### config.mk
export PLATFORM = sky130hd
export DESIGN_NAME = utr_top
export DESIGN_NICKNAME = d
export VERILOG_FILES = /design/src/design/utr_pkg.sv /design/src/design/utr_rx.sv /design/src/design/utr_top.sv /design/src/design/utr_tx.sv
export SDC_FILE = /design/constraint.sdc
export NUM_CORES = 1
export LEC_CHECK = 0
export BUFFER_PORTS_ARGS = -buffer_cell sky130_fd_sc_hd__clkbuf_2
export CAP_MARGIN = 20
export CORE_ASPECT_RATIO = 0.7
export CORE_MARGIN = 10
export CORE_UTILIZATION = 50
export CTS_BUF_LIST = sky130_fd_sc_hd__clkbuf_8
export CTS_CLUSTER_SIZE = 10
export DETAILED_ROUTE_END_ITERATION = 12
export PLACE_DENSITY = 0.69
export SLEW_MARGIN = 30
export SYNTH_ARGS = -nofsm -noshare
export SYNTH_HDL_FRONTEND = slang
export SYNTH_SLANG_ARGS = --single-unit
### constraint.sdc
create_clock -name I_CORE_CLK -period 3.2 [get_ports I_CORE_CLK]
set_input_delay 0.32 -clock I_CORE_CLK [delete_from_list [all_inputs] [get_ports I_CORE_CLK]]
set_output_delay 0.32 -clock I_CORE_CLK [all_outputs]
set_load 0.03 [all_outputs]
### src/design/utr_pkg.sv
// Shared constants, types and helpers for the serial transmit/receive block
// Function
// - Buffer-empty flag is set while transmit holding buffer is empty.
// - Buffer-empty interrupt stays asserted while flag, enable and global enable hold.
// - Writing the data register clears the buffer-empty flag.
// - Transmit-complete sets when frame shifted out and holding buffer is empty.
// - Transmit-complete clears on interrupt service or on writing one.
// - Transmit-complete interrupt requested when flag sets with enables on.
// - Parity enable bit set inserts parity after last data bit.
// - Transmitter disable waits until shifter and holding buffer are empty.
// - Effectively disabled transmitter releases the serial output pin.
// - Receiver enable hands the serial input pin to the receiver.
// - Synchronous mode takes bit timing from the external bit clock pin.
// - Receiver starts on valid start bit and shifts bits until first stop.
// - Receiver ignores any second stop bit.
// - First stop bit moves the frame into the receive buffer.
// - Narrow characters read back with zeros in unused upper bits.
// - Ninth bit and error flags are stored per receive buffer entry.
// - Shifter loads buffered character when idle or right after last stop.
// - Receive-complete tracks unread data; disabling receiver flushes the buffer.
// - Two-entry receive buffer; overrun on full, waiting char and new start.
package utr_pkg;

  localparam logic [31:0] OFS_DATA = 32'h0000_0000;
  localparam logic [31:0] OFS_STATUS = 32'h0000_0004;
  localparam logic [31:0] OFS_CTRLB = 32'h0000_0008;
  localparam logic [31:0] OFS_CTRLC = 32'h0000_000C;

  localparam int unsigned ST_RXC = 7;
  localparam int unsigned ST_TXC = 6;
  localparam int unsigned ST_UDRE = 5;
  localparam int unsigned ST_FE = 4;
  localparam int unsigned ST_DOR = 3;
  localparam int unsigned ST_UPE = 2;

  localparam int unsigned CB_RXCIE = 7;
  localparam int unsigned CB_TXCIE = 6;
  localparam int unsigned CB_UDRIE = 5;
  localparam int unsigned CB_RXEN = 4;
  localparam int unsigned CB_TXEN = 3;
  localparam int unsigned CB_UCSZ2 = 2;
  localparam int unsigned CB_RXB8 = 1;
  localparam int unsigned CB_TXB8 = 0;

  localparam int unsigned CC_SYNC = 6;
  localparam int unsigned CC_UPM1 = 5;
  localparam int unsigned CC_UPM0 = 4;
  localparam int unsigned CC_USBS = 3;
  localparam int unsigned CC_UCSZ1 = 2;
  localparam int unsigned CC_UCSZ0 = 1;

  localparam logic [7:0] CTRLB_RST = 8'h00;
  localparam logic [7:0] CTRLC_RST = 8'h06;
  localparam logic [1:0] RX_DEPTH = 2'h2;
  localparam logic [2:0] UCSZ_NINE = 3'h7;
  localparam int unsigned FRAME_W = 13;

  typedef enum logic [1:0] {
    RX_IDLE = 2'b00,
    RX_DATA = 2'b01,
    RX_PAR = 2'b10,
    RX_STOP = 2'b11
  } utr_rx_st_e;

  typedef struct packed {
    logic sync;
    logic [1:0] upm;
    logic usbs;
    logic [2:0] ucsz;
  } utr_cfg_s;

  typedef struct packed {
    logic ninth;
    logic [7:0] data;
  } utr_tx_char_s;

  typedef struct packed {
    logic ninth;
    logic fe;
    logic dor;
    logic upe;
    logic [7:0] data;
  } utr_rx_ent_s;

  function automatic logic [3:0] data_bits(input logic [2:0] ucsz);
    if (ucsz == UCSZ_NINE) begin
      return 4'h9;
    end
    return {2'h0, ucsz[1:0]} + 4'h5;
  endfunction : data_bits

  function automatic logic parity(input logic [8:0] d, input logic [3:0] n, input logic odd);
    logic p;
    p = odd;
    for (int i = 0; i < 9; i++) begin
      if (4'(i) < n) begin
        p = p ^ d[i];
      end
    end
    return p;
  endfunction : parity

endpackage : utr_pkg

### src/design/utr_rx.sv
// Receive shift register: start detection, data shift and first stop check
`timescale 1ns/100ps
module utr_rx (
  input wire logic i_clk,               // Core clock
  input wire logic i_rst,               // Synchronous reset, high
  input wire logic i_ce,                // Clock enable
  input wire logic i_tick,              // Bit sampling instant
  input wire logic i_en,                // Receiver enable; low aborts
  input wire logic i_rxd,               // Serial input
  input wire utr_pkg::utr_cfg_s i_cfg,  // Frame format
  output logic o_start,                 // Start bit seen, one cycle
  output logic o_vld,                   // Frame complete, one cycle
  output utr_pkg::utr_rx_ent_s o_ent    // Completed frame and status
);
  utr_pkg::utr_rx_st_e st_ff;
  logic [8:0] sh_ff;
  logic [3:0] cnt_ff;
  logic par_ff;
  logic [3:0] nbits;
  logic step;

  assign nbits = utr_pkg::data_bits(i_cfg.ucsz);
  assign step = i_ce & i_en & i_tick;
  assign o_start = step & (st_ff == utr_pkg::RX_IDLE) & !i_rxd;

  always_ff @(posedge i_clk) begin
    if (i_rst || (i_ce && !i_en)) begin
      st_ff <= utr_pkg::RX_IDLE;
      sh_ff <= '0;
      cnt_ff <= 4'h0;
      par_ff <= 1'h0;
      o_vld <= 1'h0;
      o_ent <= '0;
    end else if (i_ce) begin
      o_vld <= 1'h0;
      if (step) begin
        case (st_ff)
          utr_pkg::RX_IDLE: begin
            // Idle high level between frames also swallows a second stop bit
            if (!i_rxd) begin
              st_ff <= utr_pkg::RX_DATA;
              sh_ff <= '0;
              cnt_ff <= 4'h0;
            end
          end
          utr_pkg::RX_DATA: begin
            sh_ff[cnt_ff] <= i_rxd;
            cnt_ff <= cnt_ff + 4'h1;
            if (cnt_ff == nbits - 4'h1) begin
              st_ff <= i_cfg.upm[1] ? utr_pkg::RX_PAR : utr_pkg::RX_STOP;
            end
          end
          utr_pkg::RX_PAR: begin
            par_ff <= i_rxd;
            st_ff <= utr_pkg::RX_STOP;
          end
          utr_pkg::RX_STOP: begin
            o_vld <= 1'h1;
            o_ent.ninth <= sh_ff[8];
            o_ent.data <= sh_ff[7:0];
            o_ent.fe <= !i_rxd;
            o_ent.dor <= 1'h0;
            o_ent.upe <= i_cfg.upm[1] &
                         (par_ff != utr_pkg::parity(sh_ff, nbits, i_cfg.upm[0]));
            st_ff <= utr_pkg::RX_IDLE;
          end
          default: st_ff <= utr_pkg::RX_IDLE;
        endcase
      end
    end
  end
endmodule : utr_rx

### src/design/utr_top.sv
// Serial transmitter/receiver status logic with AHB-Lite register slave
//
// Our own choices: register access over AHB-Lite and the register offsets.
`timescale 1ns/100ps
module utr_top (
  input wire logic I_CORE_CLK,        // Core clock, 125 MHz
  input wire logic I_RST,             // Synchronous reset, high
  input wire logic I_CE,              // Clock enable, low freezes all
  input wire logic I_HSEL,            // AHB slave select
  input wire logic [31:0] I_HADDR,    // AHB address
  input wire logic [1:0] I_HTRANS,    // AHB transfer type
  input wire logic I_HWRITE,          // AHB write
  input wire logic [2:0] I_HSIZE,     // AHB size, word only
  input wire logic [31:0] I_HWDATA,   // AHB write data
  input wire logic I_HREADY,          // AHB bus ready
  output logic [31:0] O_HRDATA,       // AHB read data
  output logic O_HREADYOUT,           // AHB slave ready
  output logic O_HRESP,               // AHB response, always OKAY
  input wire logic I_GIE,             // Global interrupt enable
  input wire logic I_TXC_IRQ_ACK,     // Transmit-complete irq serviced
  input wire logic I_BIT_TICK,        // Baud tick from bit timing source
  input wire logic I_XCK,             // External bit clock pin level
  input wire logic I_RXD,             // Serial input pin
  output logic O_TXD,                 // Serial output value
  output logic O_TXD_OVERRIDE,        // Transmitter owns output pin
  output logic O_RXD_OVERRIDE,        // Receiver owns input pin
  output logic O_IRQ_RXC,             // Receive-complete request
  output logic O_IRQ_UDRE,            // Buffer-empty request
  output logic O_IRQ_TXC              // Transmit-complete request
);
  logic rd_pend_ff;
  logic wr_pend_ff;
  logic [31:0] addr_ff;
  logic [31:0] hrdata_ff;
  logic bus_acc;
  logic hit_data;
  logic hit_status;
  logic hit_ctrlb;
  logic hit_ctrlc;
  logic wr_data;
  logic wr_status;
  logic [31:0] rd_val;

  logic [7:0] ctrlb_ff;
  logic [7:0] ctrlc_ff;
  utr_pkg::utr_cfg_s cfg;
  logic xck_q_ff;
  logic tick;

  utr_pkg::utr_tx_char_s tx_buf_ff;
  logic tx_buf_vld_ff;
  logic txc_ff;
  logic tx_on_ff;
  logic tx_load;
  logic tx_busy;
  logic tx_done;
  logic tx_txd;
  logic txc_set;
  logic txc_clr;
  logic udre;

  utr_pkg::utr_rx_ent_s rx_mem_ff [0:1];
  utr_pkg::utr_rx_ent_s pend_ff;
  utr_pkg::utr_rx_ent_s rx_ent;
  utr_pkg::utr_rx_ent_s push_src;
  utr_pkg::utr_rx_ent_s push_ent;
  utr_pkg::utr_rx_ent_s rx_head;
  logic [1:0] rx_cnt_ff;
  logic rx_wp_ff;
  logic rx_rp_ff;
  logic pend_vld_ff;
  logic dor_pend_ff;
  logic rx_en;
  logic rx_start;
  logic rx_vld;
  logic rx_full;
  logic rx_pop;
  logic push_pend;
  logic push_new;
  logic push;
  logic ovr_set;
  logic rxc;
  logic [7:0] st_val;
  logic [7:0] cb_val;

  // Bus decode
  assign bus_acc = I_HSEL & I_HTRANS[1] & I_HREADY;
  assign hit_data = addr_ff == utr_pkg::OFS_DATA;
  assign hit_status = addr_ff == utr_pkg::OFS_STATUS;
  assign hit_ctrlb = addr_ff == utr_pkg::OFS_CTRLB;
  assign hit_ctrlc = addr_ff == utr_pkg::OFS_CTRLC;
  assign wr_data = I_CE & wr_pend_ff & hit_data;
  assign wr_status = I_CE & wr_pend_ff & hit_status;
  // Reads take one wait state so a write just before is already visible
  assign O_HREADYOUT = I_CE & !rd_pend_ff;
  assign O_HRESP = 1'h0;
  assign O_HRDATA = hrdata_ff;

  assign rd_val = hit_data ? {24'h0, rx_head.data & {8{rxc}}} :
                  hit_status ? {24'h0, st_val} :
                  hit_ctrlb ? {24'h0, cb_val} :
                  hit_ctrlc ? {24'h0, ctrlc_ff} :
                  32'h0000_0000;

  always_comb begin
    st_val = 8'h00;
    st_val[utr_pkg::ST_RXC] = rxc;
    st_val[utr_pkg::ST_TXC] = txc_ff;
    st_val[utr_pkg::ST_UDRE] = udre;
    st_val[utr_pkg::ST_FE] = rxc & rx_head.fe;
    st_val[utr_pkg::ST_DOR] = rxc & rx_head.dor;
    st_val[utr_pkg::ST_UPE] = rxc & rx_head.upe;
    cb_val = ctrlb_ff;
    cb_val[utr_pkg::CB_RXB8] = rxc & rx_head.ninth;
  end

  always_ff @(posedge I_CORE_CLK) begin
    if (I_RST) begin
      rd_pend_ff <= 1'h0;
      wr_pend_ff <= 1'h0;
      addr_ff <= 32'h0000_0000;
    end else if (I_CE) begin
      rd_pend_ff <= bus_acc & !I_HWRITE;
      wr_pend_ff <= bus_acc & I_HWRITE;
      if (bus_acc) begin
        addr_ff <= I_HADDR;
      end
    end
  end

  always_ff @(posedge I_CORE_CLK) begin
    if (I_RST) begin
      hrdata_ff <= 32'h0000_0000;
    end else if (I_CE && rd_pend_ff) begin
      hrdata_ff <= rd_val;
    end
  end

  // Control registers
  always_ff @(posedge I_CORE_CLK) begin
    if (I_RST) begin
      ctrlb_ff <= utr_pkg::CTRLB_RST;
      ctrlc_ff <= utr_pkg::CTRLC_RST;
    end else if (I_CE && wr_pend_ff) begin
      if (hit_ctrlb) begin
        ctrlb_ff <= I_HWDATA[7:0];
      end
      if (hit_ctrlc) begin
        ctrlc_ff <= I_HWDATA[7:0];
      end
    end
  end

  assign cfg = {ctrlc_ff[utr_pkg::CC_SYNC], ctrlc_ff[utr_pkg::CC_UPM1],
                ctrlc_ff[utr_pkg::CC_UPM0], ctrlc_ff[utr_pkg::CC_USBS],
                ctrlb_ff[utr_pkg::CB_UCSZ2], ctrlc_ff[utr_pkg::CC_UCSZ1],
                ctrlc_ff[utr_pkg::CC_UCSZ0]};
  assign rx_en = ctrlb_ff[utr_pkg::CB_RXEN];

  // Bit timing: rising edge of the external clock in synchronous mode
  assign tick = cfg.sync ? (I_XCK & !xck_q_ff) : I_BIT_TICK;

  always_ff @(posedge I_CORE_CLK) begin
    if (I_RST) begin
      xck_q_ff <= 1'h0;
    end else if (I_CE) begin
      xck_q_ff <= I_XCK;
    end
  end

  // Transmit side
  assign udre = !tx_buf_vld_ff;
  assign txc_set = tx_done & !tx_buf_vld_ff;
  assign txc_clr = I_CE & (I_TXC_IRQ_ACK | (wr_status & I_HWDATA[utr_pkg::ST_TXC]));
  assign O_TXD = tx_txd;
  assign O_TXD_OVERRIDE = tx_on_ff;
  assign O_IRQ_UDRE = udre & ctrlb_ff[utr_pkg::CB_UDRIE] & I_GIE;
  assign O_IRQ_TXC = txc_ff & ctrlb_ff[utr_pkg::CB_TXCIE] & I_GIE;

  utr_tx u_tx (
    .i_clk(I_CORE_CLK),
    .i_rst(I_RST),
    .i_ce(I_CE),
    .i_tick(tick),
    .i_en(tx_on_ff),
    .i_load_vld(tx_buf_vld_ff),
    .i_char(tx_buf_ff),
    .i_cfg(cfg),
    .o_load(tx_load),
    .o_busy(tx_busy),
    .o_done(tx_done),
    .o_txd(tx_txd)
  );

  always_ff @(posedge I_CORE_CLK) begin
    if (I_RST) begin
      tx_buf_ff <= '0;
      tx_buf_vld_ff <= 1'h0;
    end else if (wr_data) begin
      // Ninth bit is taken from the control register at the low-byte write
      tx_buf_ff <= {ctrlb_ff[utr_pkg::CB_TXB8], I_HWDATA[7:0]};
      tx_buf_vld_ff <= 1'h1;
    end else if (tx_load) begin
      tx_buf_vld_ff <= 1'h0;
    end
  end

  // Hardware set wins over any clear in the same cycle
  always_ff @(posedge I_CORE_CLK) begin
    if (I_RST) begin
      txc_ff <= 1'h0;
    end else if (I_CE) begin
      txc_ff <= txc_set | (txc_ff & !txc_clr);
    end
  end

  always_ff @(posedge I_CORE_CLK) begin
    if (I_RST) begin
      tx_on_ff <= 1'h0;
    end else if (I_CE) begin
      tx_on_ff <= ctrlb_ff[utr_pkg::CB_TXEN] |
                  (tx_on_ff & (tx_busy | tx_buf_vld_ff));
    end
  end

  // Receive side
  assign O_RXD_OVERRIDE = rx_en;
  assign rxc = rx_cnt_ff != 2'h0;
  assign O_IRQ_RXC = rxc & ctrlb_ff[utr_pkg::CB_RXCIE] & I_GIE;
  assign rx_head = rx_mem_ff[rx_rp_ff];
  assign rx_full = rx_cnt_ff == utr_pkg::RX_DEPTH;
  assign rx_pop = I_CE & rd_pend_ff & hit_data & rxc;
  assign push_pend = pend_vld_ff & !rx_full;
  assign push_new = rx_vld & !pend_vld_ff & !rx_full;
  assign push = I_CE & (push_pend | push_new);
  assign push_src = push_pend ? pend_ff : rx_ent;
  assign push_ent = {push_src.ninth, push_src.fe, dor_pend_ff, push_src.upe, push_src.data};
  // Full buffer, a frame waiting and a fresh start bit: data will be lost
  assign ovr_set = rx_start & rx_full & pend_vld_ff;

  utr_rx u_rx (
    .i_clk(I_CORE_CLK),
    .i_rst(I_RST),
    .i_ce(I_CE),
    .i_tick(tick),
    .i_en(rx_en),
    .i_rxd(I_RXD),
    .i_cfg(cfg),
    .o_start(rx_start),
    .o_vld(rx_vld),
    .o_ent(rx_ent)
  );

  always_ff @(posedge I_CORE_CLK) begin
    if (I_RST || (I_CE && !rx_en)) begin
      rx_cnt_ff <= 2'h0;
      rx_wp_ff <= 1'h0;
      rx_rp_ff <= 1'h0;
    end else if (I_CE) begin
      rx_cnt_ff <= rx_cnt_ff + {1'h0, push} - {1'h0, rx_pop};
      rx_wp_ff <= rx_wp_ff ^ push;
      rx_rp_ff <= rx_rp_ff ^ rx_pop;
    end
  end

  always_ff @(posedge I_CORE_CLK) begin
    if (push) begin
      rx_mem_ff[rx_wp_ff] <= push_ent;
    end
  end

  // A newer frame overwrites one still waiting; the overrun flag records it
  always_ff @(posedge I_CORE_CLK) begin
    if (I_RST || (I_CE && !rx_en)) begin
      pend_ff <= '0;
      pend_vld_ff <= 1'h0;
      dor_pend_ff <= 1'h0;
    end else if (I_CE) begin
      if (rx_vld && !push_new) begin
        pend_ff <= rx_ent;
        pend_vld_ff <= 1'h1;
      end else if (push_pend) begin
        pend_vld_ff <= 1'h0;
      end
      dor_pend_ff <= ovr_set | (dor_pend_ff & !push);
    end
  end

  // Checks
  a_udre_write_clear: assert property (@(posedge I_CORE_CLK) disable iff (I_RST)
    wr_data |=> !udre && !O_IRQ_UDRE) else $error("buffer-empty not cleared by write");
  a_udre_load_set: assert property (@(posedge I_CORE_CLK) disable iff (I_RST)
    tx_load && !wr_data |=> udre) else $error("buffer-empty not set after load");
  a_udre_irq_level: assert property (@(posedge I_CORE_CLK) disable iff (I_RST)
    udre && ctrlb_ff[utr_pkg::CB_UDRIE] && I_GIE |-> O_IRQ_UDRE)
    else $error("buffer-empty request missing");
  a_txc_frame_set: assert property (@(posedge I_CORE_CLK) disable iff (I_RST)
    tx_done && !tx_buf_vld_ff |=> txc_ff) else $error("transmit-complete not set");
  a_txc_ack_clear: assert property (@(posedge I_CORE_CLK) disable iff (I_RST)
    txc_clr && !txc_set |=> !txc_ff) else $error("transmit-complete not cleared");
  a_txc_irq_rise: assert property (@(posedge I_CORE_CLK) disable iff (I_RST)
    $rose(txc_ff) && ctrlb_ff[utr_pkg::CB_TXCIE] && I_GIE |-> O_IRQ_TXC)
    else $error("transmit-complete request missing");
  a_tx_off_deferred: assert property (@(posedge I_CORE_CLK) disable iff (I_RST)
    I_CE && tx_on_ff && (tx_busy || tx_buf_vld_ff) |=> O_TXD_OVERRIDE)
    else $error("transmitter released early");
  a_txd_pin_release: assert property (@(posedge I_CORE_CLK) disable iff (I_RST)
    I_CE && !ctrlb_ff[utr_pkg::CB_TXEN] && !tx_busy && !tx_buf_vld_ff |=> !O_TXD_OVERRIDE)
    else $error("output pin not released");
  a_rx_flush_empty: assert property (@(posedge I_CORE_CLK) disable iff (I_RST)
    I_CE && !rx_en |=> !rxc ##1 !rxc || rx_en) else $error("receive buffer not flushed");
  a_rx_frame_store: assert property (@(posedge I_CORE_CLK) disable iff (I_RST)
    I_CE && rx_en && push_new |=> rxc) else $error("frame not stored");
  a_rx_overrun_flag: assert property (@(posedge I_CORE_CLK) disable iff (I_RST)
    I_CE && rx_en && ovr_set |=> dor_pend_ff) else $error("overrun not recorded");
endmodule : utr_top

### src/design/utr_tx.sv
// Transmit shift register: frame build, parity insertion and bit shifting
`timescale 1ns/100ps
module utr_tx (
  input wire logic i_clk,                  // Core clock
  input wire logic i_rst,                  // Synchronous reset, high
  input wire logic i_ce,                   // Clock enable
  input wire logic i_tick,                 // One bit period elapsed
  input wire logic i_en,                   // Transmitter effectively on
  input wire logic i_load_vld,             // Holding buffer has a character
  input wire utr_pkg::utr_tx_char_s i_char, // Buffered character
  input wire utr_pkg::utr_cfg_s i_cfg,     // Frame format
  output logic o_load,                     // Buffer moved into shifter
  output logic o_busy,                     // Frame in progress
  output logic o_done,                     // Last stop bit finished
  output logic o_txd                       // Serial output value
);
  logic [utr_pkg::FRAME_W-1:0] sh_ff;
  logic [utr_pkg::FRAME_W-1:0] frame;
  logic [3:0] cnt_ff;
  logic [3:0] len;
  logic busy_ff;
  logic last;
  logic [3:0] nbits;
  logic [8:0] dword;

  assign nbits = utr_pkg::data_bits(i_cfg.ucsz);
  assign dword = {i_char.ninth, i_char.data};
  assign last = busy_ff & i_tick & (cnt_ff == 4'h1);
  assign o_done = i_ce & last;
  // Load when idle or on the tick that ends the previous stop bit
  assign o_load = i_ce & i_en & i_load_vld & (!busy_ff | last);
  assign o_busy = busy_ff;
  assign o_txd = sh_ff[0];

  always_comb begin
    frame = '1;
    frame[0] = 1'h0;
    for (int i = 0; i < 9; i++) begin
      if (4'(i) < nbits) begin
        frame[i + 1] = dword[i];
      end
    end
    if (i_cfg.upm[1]) begin
      frame[nbits + 4'h1] = utr_pkg::parity(dword, nbits, i_cfg.upm[0]);
    end
    len = nbits + 4'h2 + {3'h0, i_cfg.upm[1]} + {3'h0, i_cfg.usbs};
  end

  always_ff @(posedge i_clk) begin
    if (i_rst) begin
      sh_ff <= '1;
      cnt_ff <= 4'h0;
      busy_ff <= 1'h0;
    end else if (o_load) begin
      sh_ff <= frame;
      cnt_ff <= len;
      busy_ff <= 1'h1;
    end else if (i_ce && busy_ff && i_tick) begin
      sh_ff <= {1'h1, sh_ff[utr_pkg::FRAME_W-1:1]};
      cnt_ff <= cnt_ff - 4'h1;
      busy_ff <= !last;
    end
  end
endmodule : utr_tx

; ---- Word-level counts from Yosys, hierarchy flattened
; Memories as Yosys holds them, arrays and structs flattened. A register that Yosys moved wholly into a read port is not among the register bits.
; Index checks and enable logic that the tools add are counted.
[word_totals]
n_memories = 1
elab_cells = 293
ff_bits = 158
ram_bits = 24
[op_classes]
bitwise_logic = 73
addsub = 10
n_lt_le_gt_ge = 13
eq_ne = 13
n_reduce_logical = 38
mux = 112
[mem_list]
columns = memory, depth, width, rd, rd_ports_with_merged_regs, wr, line_no
row1 = rx_mem_ff, 2, 12, 1, 1, 1, utr_top.sv:62  ; utr_pkg::utr_rx_ent_s rx_mem_ff [0:1];
[ops]
columns = cell, count
row1 = 1-bit 2-to-1 mux, 89
row2 = 32-bit by 4-bit == test with 1-bit output (second input constant), 2
row3 = 1-bit bitwise AND, 45
row4 = 13-bit 2-to-1 mux, 3
row5 = 32-bit by 3-bit == test with 1-bit output (second input constant), 1
row6 = 32-bit zero test, 1
row7 = 8-bit 2-to-1 mux, 4
row8 = 4-bit 2-to-1 mux, 5
row9 = 1-bit bitwise XOR, 20
row10 = 9-bit one-hot mux with 2 select lines, 1
row11 = 3-bit by 4-bit < comparator with 1-bit output (first input constant), 4
row12 = 13-bit bitwise mux, 1
row13 = 1-bit zero test, 13
row14 = 12-bit 2-to-1 mux, 1
row15 = 4-bit by 5-bit < comparator with 1-bit output (second input constant), 2
row16 = 2-bit AND reduction, 5
row17 = 2-bit nonzero test, 5
row18 = 9-bit bitwise mux, 1
row19 = 9-bit 2-to-1 mux, 1
row20 = 4-bit by 1-bit adder with 4-bit output, 2
row21 = 4-bit by 1-bit adder with 4-bit output (second input constant), 2
row22 = 8-bit bitwise AND, 1
row23 = 1-bit demux with 4-bit select, 2
row24 = 4-bit by 1-bit greater-or-equal comparator with 1-bit output (second input constant), 2
row25 = 25 further kinds, 46

; ---- Longest topological paths before layout
[logic_depth]
ltp_word = 59
mapped_depth = 11
depth_no_buf = 11

; ---- By module
; A second synthesis with hierarchy kept.
[hier_totals]
cells_unflattened = 887
hier_area_um2 = 7971.4
[by_module_without_submodules]
columns = module, seq_area_each_um2, area_per_inst_um2, n_inst, cells_each
row1 = utr_top, 2482.4, 4914.7, 1, 513
row2 = utr_rx, 560.5, 1680.4, 1, 198
row3 = utr_tx, 340.3, 1376.3, 1, 176

; ---- Worst setup path before layout
; OpenSTA, ideal clock, no wires.
[synth_timing]
path_type = register to register
from = register ctrlc_ff[1]
to = register u_tx.sh_ff[11] in the netlist's numbering
stages_incl_launch_ff = 9
arrival_ps = 2125
synth_period_minus_slack_ps = 2253
slack_ps = 947
required_ps = 3073
cell_sequence = dfxtp_1 -> ha_1 -> buf_6 -> nand2_2 -> xnor3_1 -> xnor3_2 -> xor2_2 -> o32ai_2 -> o21ai_1
[synth_between]
elab_chain_cells = 33
elab_cells_between_ends = 48
[synth_rtl]
columns = element, line_no
row1 = from (decl), utr_top.sv:45  ; logic [7:0] ctrlc_ff;
row2 = from (signal assigned), utr_top.sv:143  ; ctrlc_ff <= utr_pkg::CTRLC_RST;
row3 = from (signal assigned), utr_top.sv:149  ; ctrlc_ff <= I_HWDATA[7:0];
row4 = "parallel branches: the longest is 2 deep, another holds 2-bit by 3-bit adder with 4-bit output", -
row5 = 4-bit 2-to-1 mux *, utr_pkg.sv:89  ; return {2'h0, ucsz[1:0]} + 4'h5;
row6 = 1-bit by 4-bit < comparator with 1-bit output, utr_pkg.sv:96  ; if (4'(i) < n) begin
row7 = 1-bit 2-to-1 mux, utr_pkg.sv:96
row8 = 1-bit 2-to-1 mux, utr_tx.sv:43  ; if (i_cfg.upm[1]) begin
row9 = 1-bit bitwise XOR, utr_pkg.sv:97  ; p = p ^ d[i];
row10 = 1-bit 2-to-1 mux, utr_pkg.sv:96
row11 = 1-bit 2-to-1 mux, utr_tx.sv:43
row12 = [16 not listed], -
row13 = 1-bit 2-to-1 mux, utr_pkg.sv:96
row14 = 1-bit 2-to-1 mux, utr_tx.sv:43
row15 = 1-bit bitwise XOR, utr_pkg.sv:97
row16 = 1-bit 2-to-1 mux, utr_pkg.sv:96
row17 = 1-bit 2-to-1 mux, utr_tx.sv:43
row18 = 13-bit bitwise mux *, utr_tx.sv:44  ; frame[nbits + 4'h1] = utr_pkg::parity(dword, nbits, i_cfg.upm[0]);
row19 = 13-bit 2-to-1 mux *, utr_tx.sv:43
row20 = 13-bit 2-to-1 mux *, utr_tx.sv:54  ; end else if (o_load) begin
row21 = to (signal assigned), utr_tx.sv:55  ; sh_ff <= frame;
row22 = to (signal assigned), utr_tx.sv:59  ; sh_ff <= {1'h1, sh_ff[utr_pkg::FRAME_W-1:1]};
row23 = to (decl), utr_tx.sv:17  ; logic [utr_pkg::FRAME_W-1:0] sh_ff;
; Mark *: on every way between the ends. The select of a mux whose other input is x is not followed.
; A chain may end at the register's enable or synchronous reset.

; ---- Final worst setup path
[layout_timing]
from = register ctrlc_ff[1]
to = register u_tx.sh_ff[4] in the netlist's numbering
[layout_between]
elab_chain_cells = 33
elab_cells_between_ends = 49
[layout_rtl]
columns = element, line_no
row1 = "parallel branches: the longest is 2 deep, another holds 2-bit by 3-bit adder with 4-bit output", -
row2 = 4-bit 2-to-1 mux *, utr_pkg.sv:89
row3 = 1-bit by 4-bit < comparator with 1-bit output, utr_pkg.sv:96
row4 = 1-bit 2-to-1 mux, utr_pkg.sv:96
row5 = 1-bit 2-to-1 mux, utr_tx.sv:43
row6 = 1-bit bitwise XOR, utr_pkg.sv:97
row7 = 1-bit 2-to-1 mux, utr_pkg.sv:96
row8 = 1-bit 2-to-1 mux, utr_tx.sv:43
row9 = [16 not listed], -
row10 = 1-bit 2-to-1 mux, utr_pkg.sv:96
row11 = 1-bit 2-to-1 mux, utr_tx.sv:43
row12 = 1-bit bitwise XOR, utr_pkg.sv:97
row13 = 1-bit 2-to-1 mux, utr_pkg.sv:96
row14 = 1-bit 2-to-1 mux, utr_tx.sv:43
row15 = 13-bit bitwise mux, utr_tx.sv:44
row16 = 13-bit 2-to-1 mux *, utr_tx.sv:43
row17 = 13-bit 2-to-1 mux *, utr_tx.sv:54
; Marks and branches as above.

==> reports/results.env <==
FINAL_CRITICAL_DELAY_INCLUDING_SETUP_AND_EXTERNAL_DELAYS_NS=2.58
YOSYSSEQAREASHARE_PCT=45.2
NUM_ROWS=37
TIGHTESTPINTRANSITION_NS=0.683
CRITICALPATHCATEGORY='reg -> reg'
SYNTHFLOPTYPE='sky130_fd_sc_hd__dfxtp_1'
CTS-HTREE-LEVELS=4
AVGSYNTHCELLAREA_UM2=9.25
INITIAL_ANTENNA_VIOLATION_COUNT=0
DRIVE_GT1_SHARE_PCT=18.0
FIN_WS_NS=0.617
SETUP_VIOL=0
BOUNDARYPINS=120
SYNTHDISTINCTLIBCELLS=72
LEAKAGE_nW=3.37
ROUTABILITY_CONGESTION=0.860
FINAL_CELL_COUNT_NO_FILL=1077
WORST_SETUP_PATH_END_KIND='flip-flop'
NUMBER_OF_ENABLE_FLIP_FLOP_CELLS_AFTER_SYNTHESIS=24
DR_TOTAL_VIAS=5654
TOTAL_OF_FILL_CELLS_IN_THE_FINISHED_DESIGN=1352
RELSLEWSLACK_PCT=54.5
CLOCK_SINK_COUNT=158
SYN_AREA_UM2=7530
VIA_PER_INST=5.25
INSERTEDDIODECOUNT=0
DIE_Y_UM=123
INITIAL_UTILIZATION_PCT=51.2
TIMING.FMAX_GHz=0.387
CTS_POST_SETUP_BUFFERS_INSERTED=0
WORST_HOLD_PATH.ENDPOINT='addr_ff[11]$_SDFFE_PP0P_'
CORE-AREA_UM2=14700
TIMING.FINAL.MAX_SLEW_VIOLATIONS=0
CTSROOTBUFFERMASTER='sky130_fd_sc_hd__clkbuf_8'
REGAREA_UM2=3400
GLOBAL_ROUTE.USAGE.TOTAL_PCT=16.8
R2R_SETUP_SLACK_NS=0.62
IR_DROP_uV=263
POSTCTSRESIZEDCELLS=0
FIRSTDRTPASSITERS=5
DETAILEDROUTE.FIRSTITERATIONVIOLATIONS=526
YOSYS_REGISTER_BITS=158
DIE_AREA_UM2=20500
ESTIMATED_WIRELENGTH_OF_THE_DETAIL_PLACED_DESIGN_UM=12800
ASYNC_FLOP_SHARE_PCT=0
POST-ROUTE-PERIOD-UTIL_PCT=80.7
DETAIL_ROUTE.DRC_VIOLATIONS=0
HOLDWS_NS=0.0810
TIMING.CLOCK.SKEW_NS=0.0171
WORST_SKEW_PAIR.LATE_LATENCY_NS=0.45
SYNTH_TOP_CELLS_BY_AREA='sky130_fd_sc_hd__dfxtp_1 36%, sky130_fd_sc_hd__edfxtp_1 9.6%, sky130_fd_sc_hd__mux2i_1 6.6%'
PATH_MAX_FANOUT=11
YOSYSWARNINGCOUNT=0
MAXCAPVIOLCOUNT=0
OUTCOME='finished clean'
WORST_HOLD_STARTPOINT='I_HADDR[11]'
ANT_NETS=0
GRT_START_MAX_NET_PINS=49
DPL.CELL_COUNT=1045
SYNTH.LARGEST_AREA_CELL='sky130_fd_sc_hd__dfxtp_1'
WORSTREG2REGEND='u_tx.sh_ff[4]$_SDFFE_PP1P_'
SETUP_REPAIR_AFTER_GLOBAL_ROUTING_MISSED_ITS_MARGIN='no'
HOLD_DEPTH=3
CLK_PATH_BUF_DEPTH=2
CTS_BUFFERS=17
PLACE.PORT_BUFFERS=66
FINALNETCOUNT=971
GLOBALROUTE.TOTALOVERFLOW=0
WORST_HOLD_PATH_TYPE='in -> reg'
TRITONCTS_CLOCK_TREE='built'
POSTPLACECELLAREA_UM2=7920
WORST_EP_REQUIRED_TIME_NS=3.57
TIMING.SETUP.TNS_NS=0
WL_PER_CELL_UM=16.2
FINAL-HOLD-VIOLATION-COUNT=0
GRT_PASS1_WL_UM=28600
CP-START-KIND='flip-flop'
CRITICAL_PATH.REG2REG.STARTPOINT='ctrlc_ff[1]$_SDFFE_PP1P_'
POWER.DENSITY_CELL_AREA_nW_PER_UM2=453
CRIT_ARRIVAL_NS=2.95
MULTI_INPUT_AREA_UM2=3760
NETLIST.AREA_LEADER.SHARE_PCT=35.6
SYN_TO_FINAL_GROWTH_PCT=10.8
WORST_SETUP_HOLD_PATH_CLK_SLEW_NS=0.10
FINALINSTANCEAREA_UM2=8350
TOTAL_DETAILED_ROUTING_WIRELENGTH_UM=17400
POSTSYNTHCELLCOUNT=814
PLACE_WORST_SETUP_SLACK_NS=0.641
GRT_PASS1_VIAS=5493
HOLDBUFCOUNTCTS=0
WORST_R2R_PATH_DEPTH=8
FLOORPLAN.DIE.WIDTH_UM=167
through the flow:
step           total power [mW]  utilization, %
2_1_floorplan              2.20               -
6_report                   3.78            56.7
3_3_place_gp               2.24            53.8
5_1_grt                    3.91            56.7
3_5_place_dp               2.24            53.8
4_1_cts                    3.81            56.7
critical path, stage by stage (launching register included):
cell and delay [ns]:
sky130_fd_sc_hd__dfxtp_1 0.56, sky130_fd_sc_hd__inv_1 0.15, sky130_fd_sc_hd__ha_1 0.36, sky130_fd_sc_hd__nand4bb_1 0.28
sky130_fd_sc_hd__and3_2 0.28, sky130_fd_sc_hd__xnor3_2 0.26, sky130_fd_sc_hd__xor2_2 0.30, sky130_fd_sc_hd__nand2_2 0.15
sky130_fd_sc_hd__o211ai_2 0.17
sequential cells by signal, summed over array words and instances, names as in the netlist, 2 cells and up, named ones only:
signal / count
addr_ff: 32
rx_mem_ff: 24
u_tx.sh_ff: 13
pend_ff: 11
u_rx.o_ent: 11
tx_buf_ff: 9
u_rx.sh_ff: 9
O_HRDATA: 8
ctrlc_ff: 8
ctrlb_ff: 7
u_rx.cnt_ff: 4
u_tx.cnt_ff: 4
rx_cnt_ff: 2
u_rx.st_ff: 2
worst max-delay path by stage:
| stage | startpoint | endpoint | slack [ns] | cells past startpoint |
|---|---|---|---|---|
| 6_report | ctrlc_ff[1]$_SDFFE_PP1P_ | u_tx.sh_ff[4]$_SDFFE_PP1P_ | 0.62 | 8 |
| 3_5_place_dp | ctrlc_ff[1]$_SDFFE_PP1P_ | u_tx.sh_ff[7]$_SDFFE_PP1P_ | 0.64 | 8 |
| 4_1_cts | ctrlc_ff[1]$_SDFFE_PP1P_ | u_tx.sh_ff[11]$_SDFFE_PP1P_ | 0.64 | 8 |
| 2_1_floorplan | ctrlc_ff[1]$_SDFFE_PP1P_ | u_tx.sh_ff[11]$_SDFFE_PP1P_ | 0.95 | 8 |
| 3_3_place_gp | I_XCK | u_tx.sh_ff[8]$_SDFFE_PP1P_ | 0.65 | 6 |
| 5_1_grt | ctrlc_ff[1]$_SDFFE_PP1P_ | u_rx.st_ff[0]$_SDFFE_PP0P_ | 0.36 | 8 |
synth_stat cells (all sizes together) (5+ instances only):
cell type	n
nor3	8
a22oi	10
dfxtp	134
o211ai	10
buf	35
a221oi	6
ha	22
nor2	94
mux2i	50
nor2b	6
xnor2	19
a21o	6
edfxtp	24
nand3	17
o21ai	24
a21oi	68
xor2	7
mux2	18
nand3b	5
nand2	122
nand2b	5
inv	19
a211oi	8
nor4	9
clkbuf	34
cell usage in the layout, fill, tap and decap left out, types with 3 or more instances in the layout:
cell	count
sky130_fd_sc_hd__nor3_1	5
sky130_fd_sc_hd__o21ai_1	4
sky130_fd_sc_hd__a22o_1	3
sky130_fd_sc_hd__nor4_1	9
sky130_fd_sc_hd__clkbuf_8	17
sky130_fd_sc_hd__nor3_2	3
sky130_fd_sc_hd__dfxtp_1	134
sky130_fd_sc_hd__nand3_1	16
sky130_fd_sc_hd__mux2_2	18
sky130_fd_sc_hd__o211ai_1	7
sky130_fd_sc_hd__o21ai_0	20
sky130_fd_sc_hd__a211oi_1	7
sky130_fd_sc_hd__clkbuf_2	66
sky130_fd_sc_hd__conb_1	25
sky130_fd_sc_hd__nand4_1	4
sky130_fd_sc_hd__a221oi_1	6
sky130_fd_sc_hd__nand3b_1	5
sky130_fd_sc_hd__nand2_1	120
sky130_fd_sc_hd__ha_1	22
sky130_fd_sc_hd__inv_1	19
sky130_fd_sc_hd__a21oi_1	66
sky130_fd_sc_hd__mux4_2	4
sky130_fd_sc_hd__mux2i_1	50
sky130_fd_sc_hd__o31ai_1	4
sky130_fd_sc_hd__inv_6	5
sky130_fd_sc_hd__buf_4	14
sky130_fd_sc_hd__a22oi_1	10
sky130_fd_sc_hd__a21o_1	5
sky130_fd_sc_hd__nand2b_1	5
sky130_fd_sc_hd__nor2b_1	6
sky130_fd_sc_hd__inv_8	5
sky130_fd_sc_hd__nor2_1	94
sky130_fd_sc_hd__and3b_1	3
sky130_fd_sc_hd__o211ai_2	3
sky130_fd_sc_hd__edfxtp_1	24
sky130_fd_sc_hd__xnor2_1	19
sky130_fd_sc_hd__xor2_1	6
area by class of cell:
class                      instances  area share (%)
clock inverter                    15            2.29
timing repair buffer              81            5.28
multi-input combinational        591            45.0
tap                              195            2.92
sequential                       158            40.8
inverter                          20           0.900
clock buffer                      17            2.80
power by group:
group,internal [mW],switching [mW],leakage (nW)
Combinational,0.0488,0.126,1.91
Clock,0.738,0.843,0.211
Sequential,2.02,0.00565,1.25
cells by family after synthesis:
group	count (synthesis)	share of synthesized area [%]
and+or+nand+nor	286	16.9
other	1	0.0498
muxes	72	10.5
xor gates and xnor gates	28	3.74
buffers and inverters	89	6.21
DFF	158	45.2
adders and majority gates	22	3.65
AOI/OAI and AO/OA	158	13.8
layer usage:
layer	part of all wire (%)	vias to the layer above	GRT usage, %	wire length, um
li1	-	2892	-	-
met1	51	2633	24.1	8920
met2	44	122	25.7	7710
met3	4.2	7	3.03	730
met4	0.45	0	4.38	78
met5	0	-	0	0
No activity file was read; power rests on OpenSTA's default activity.
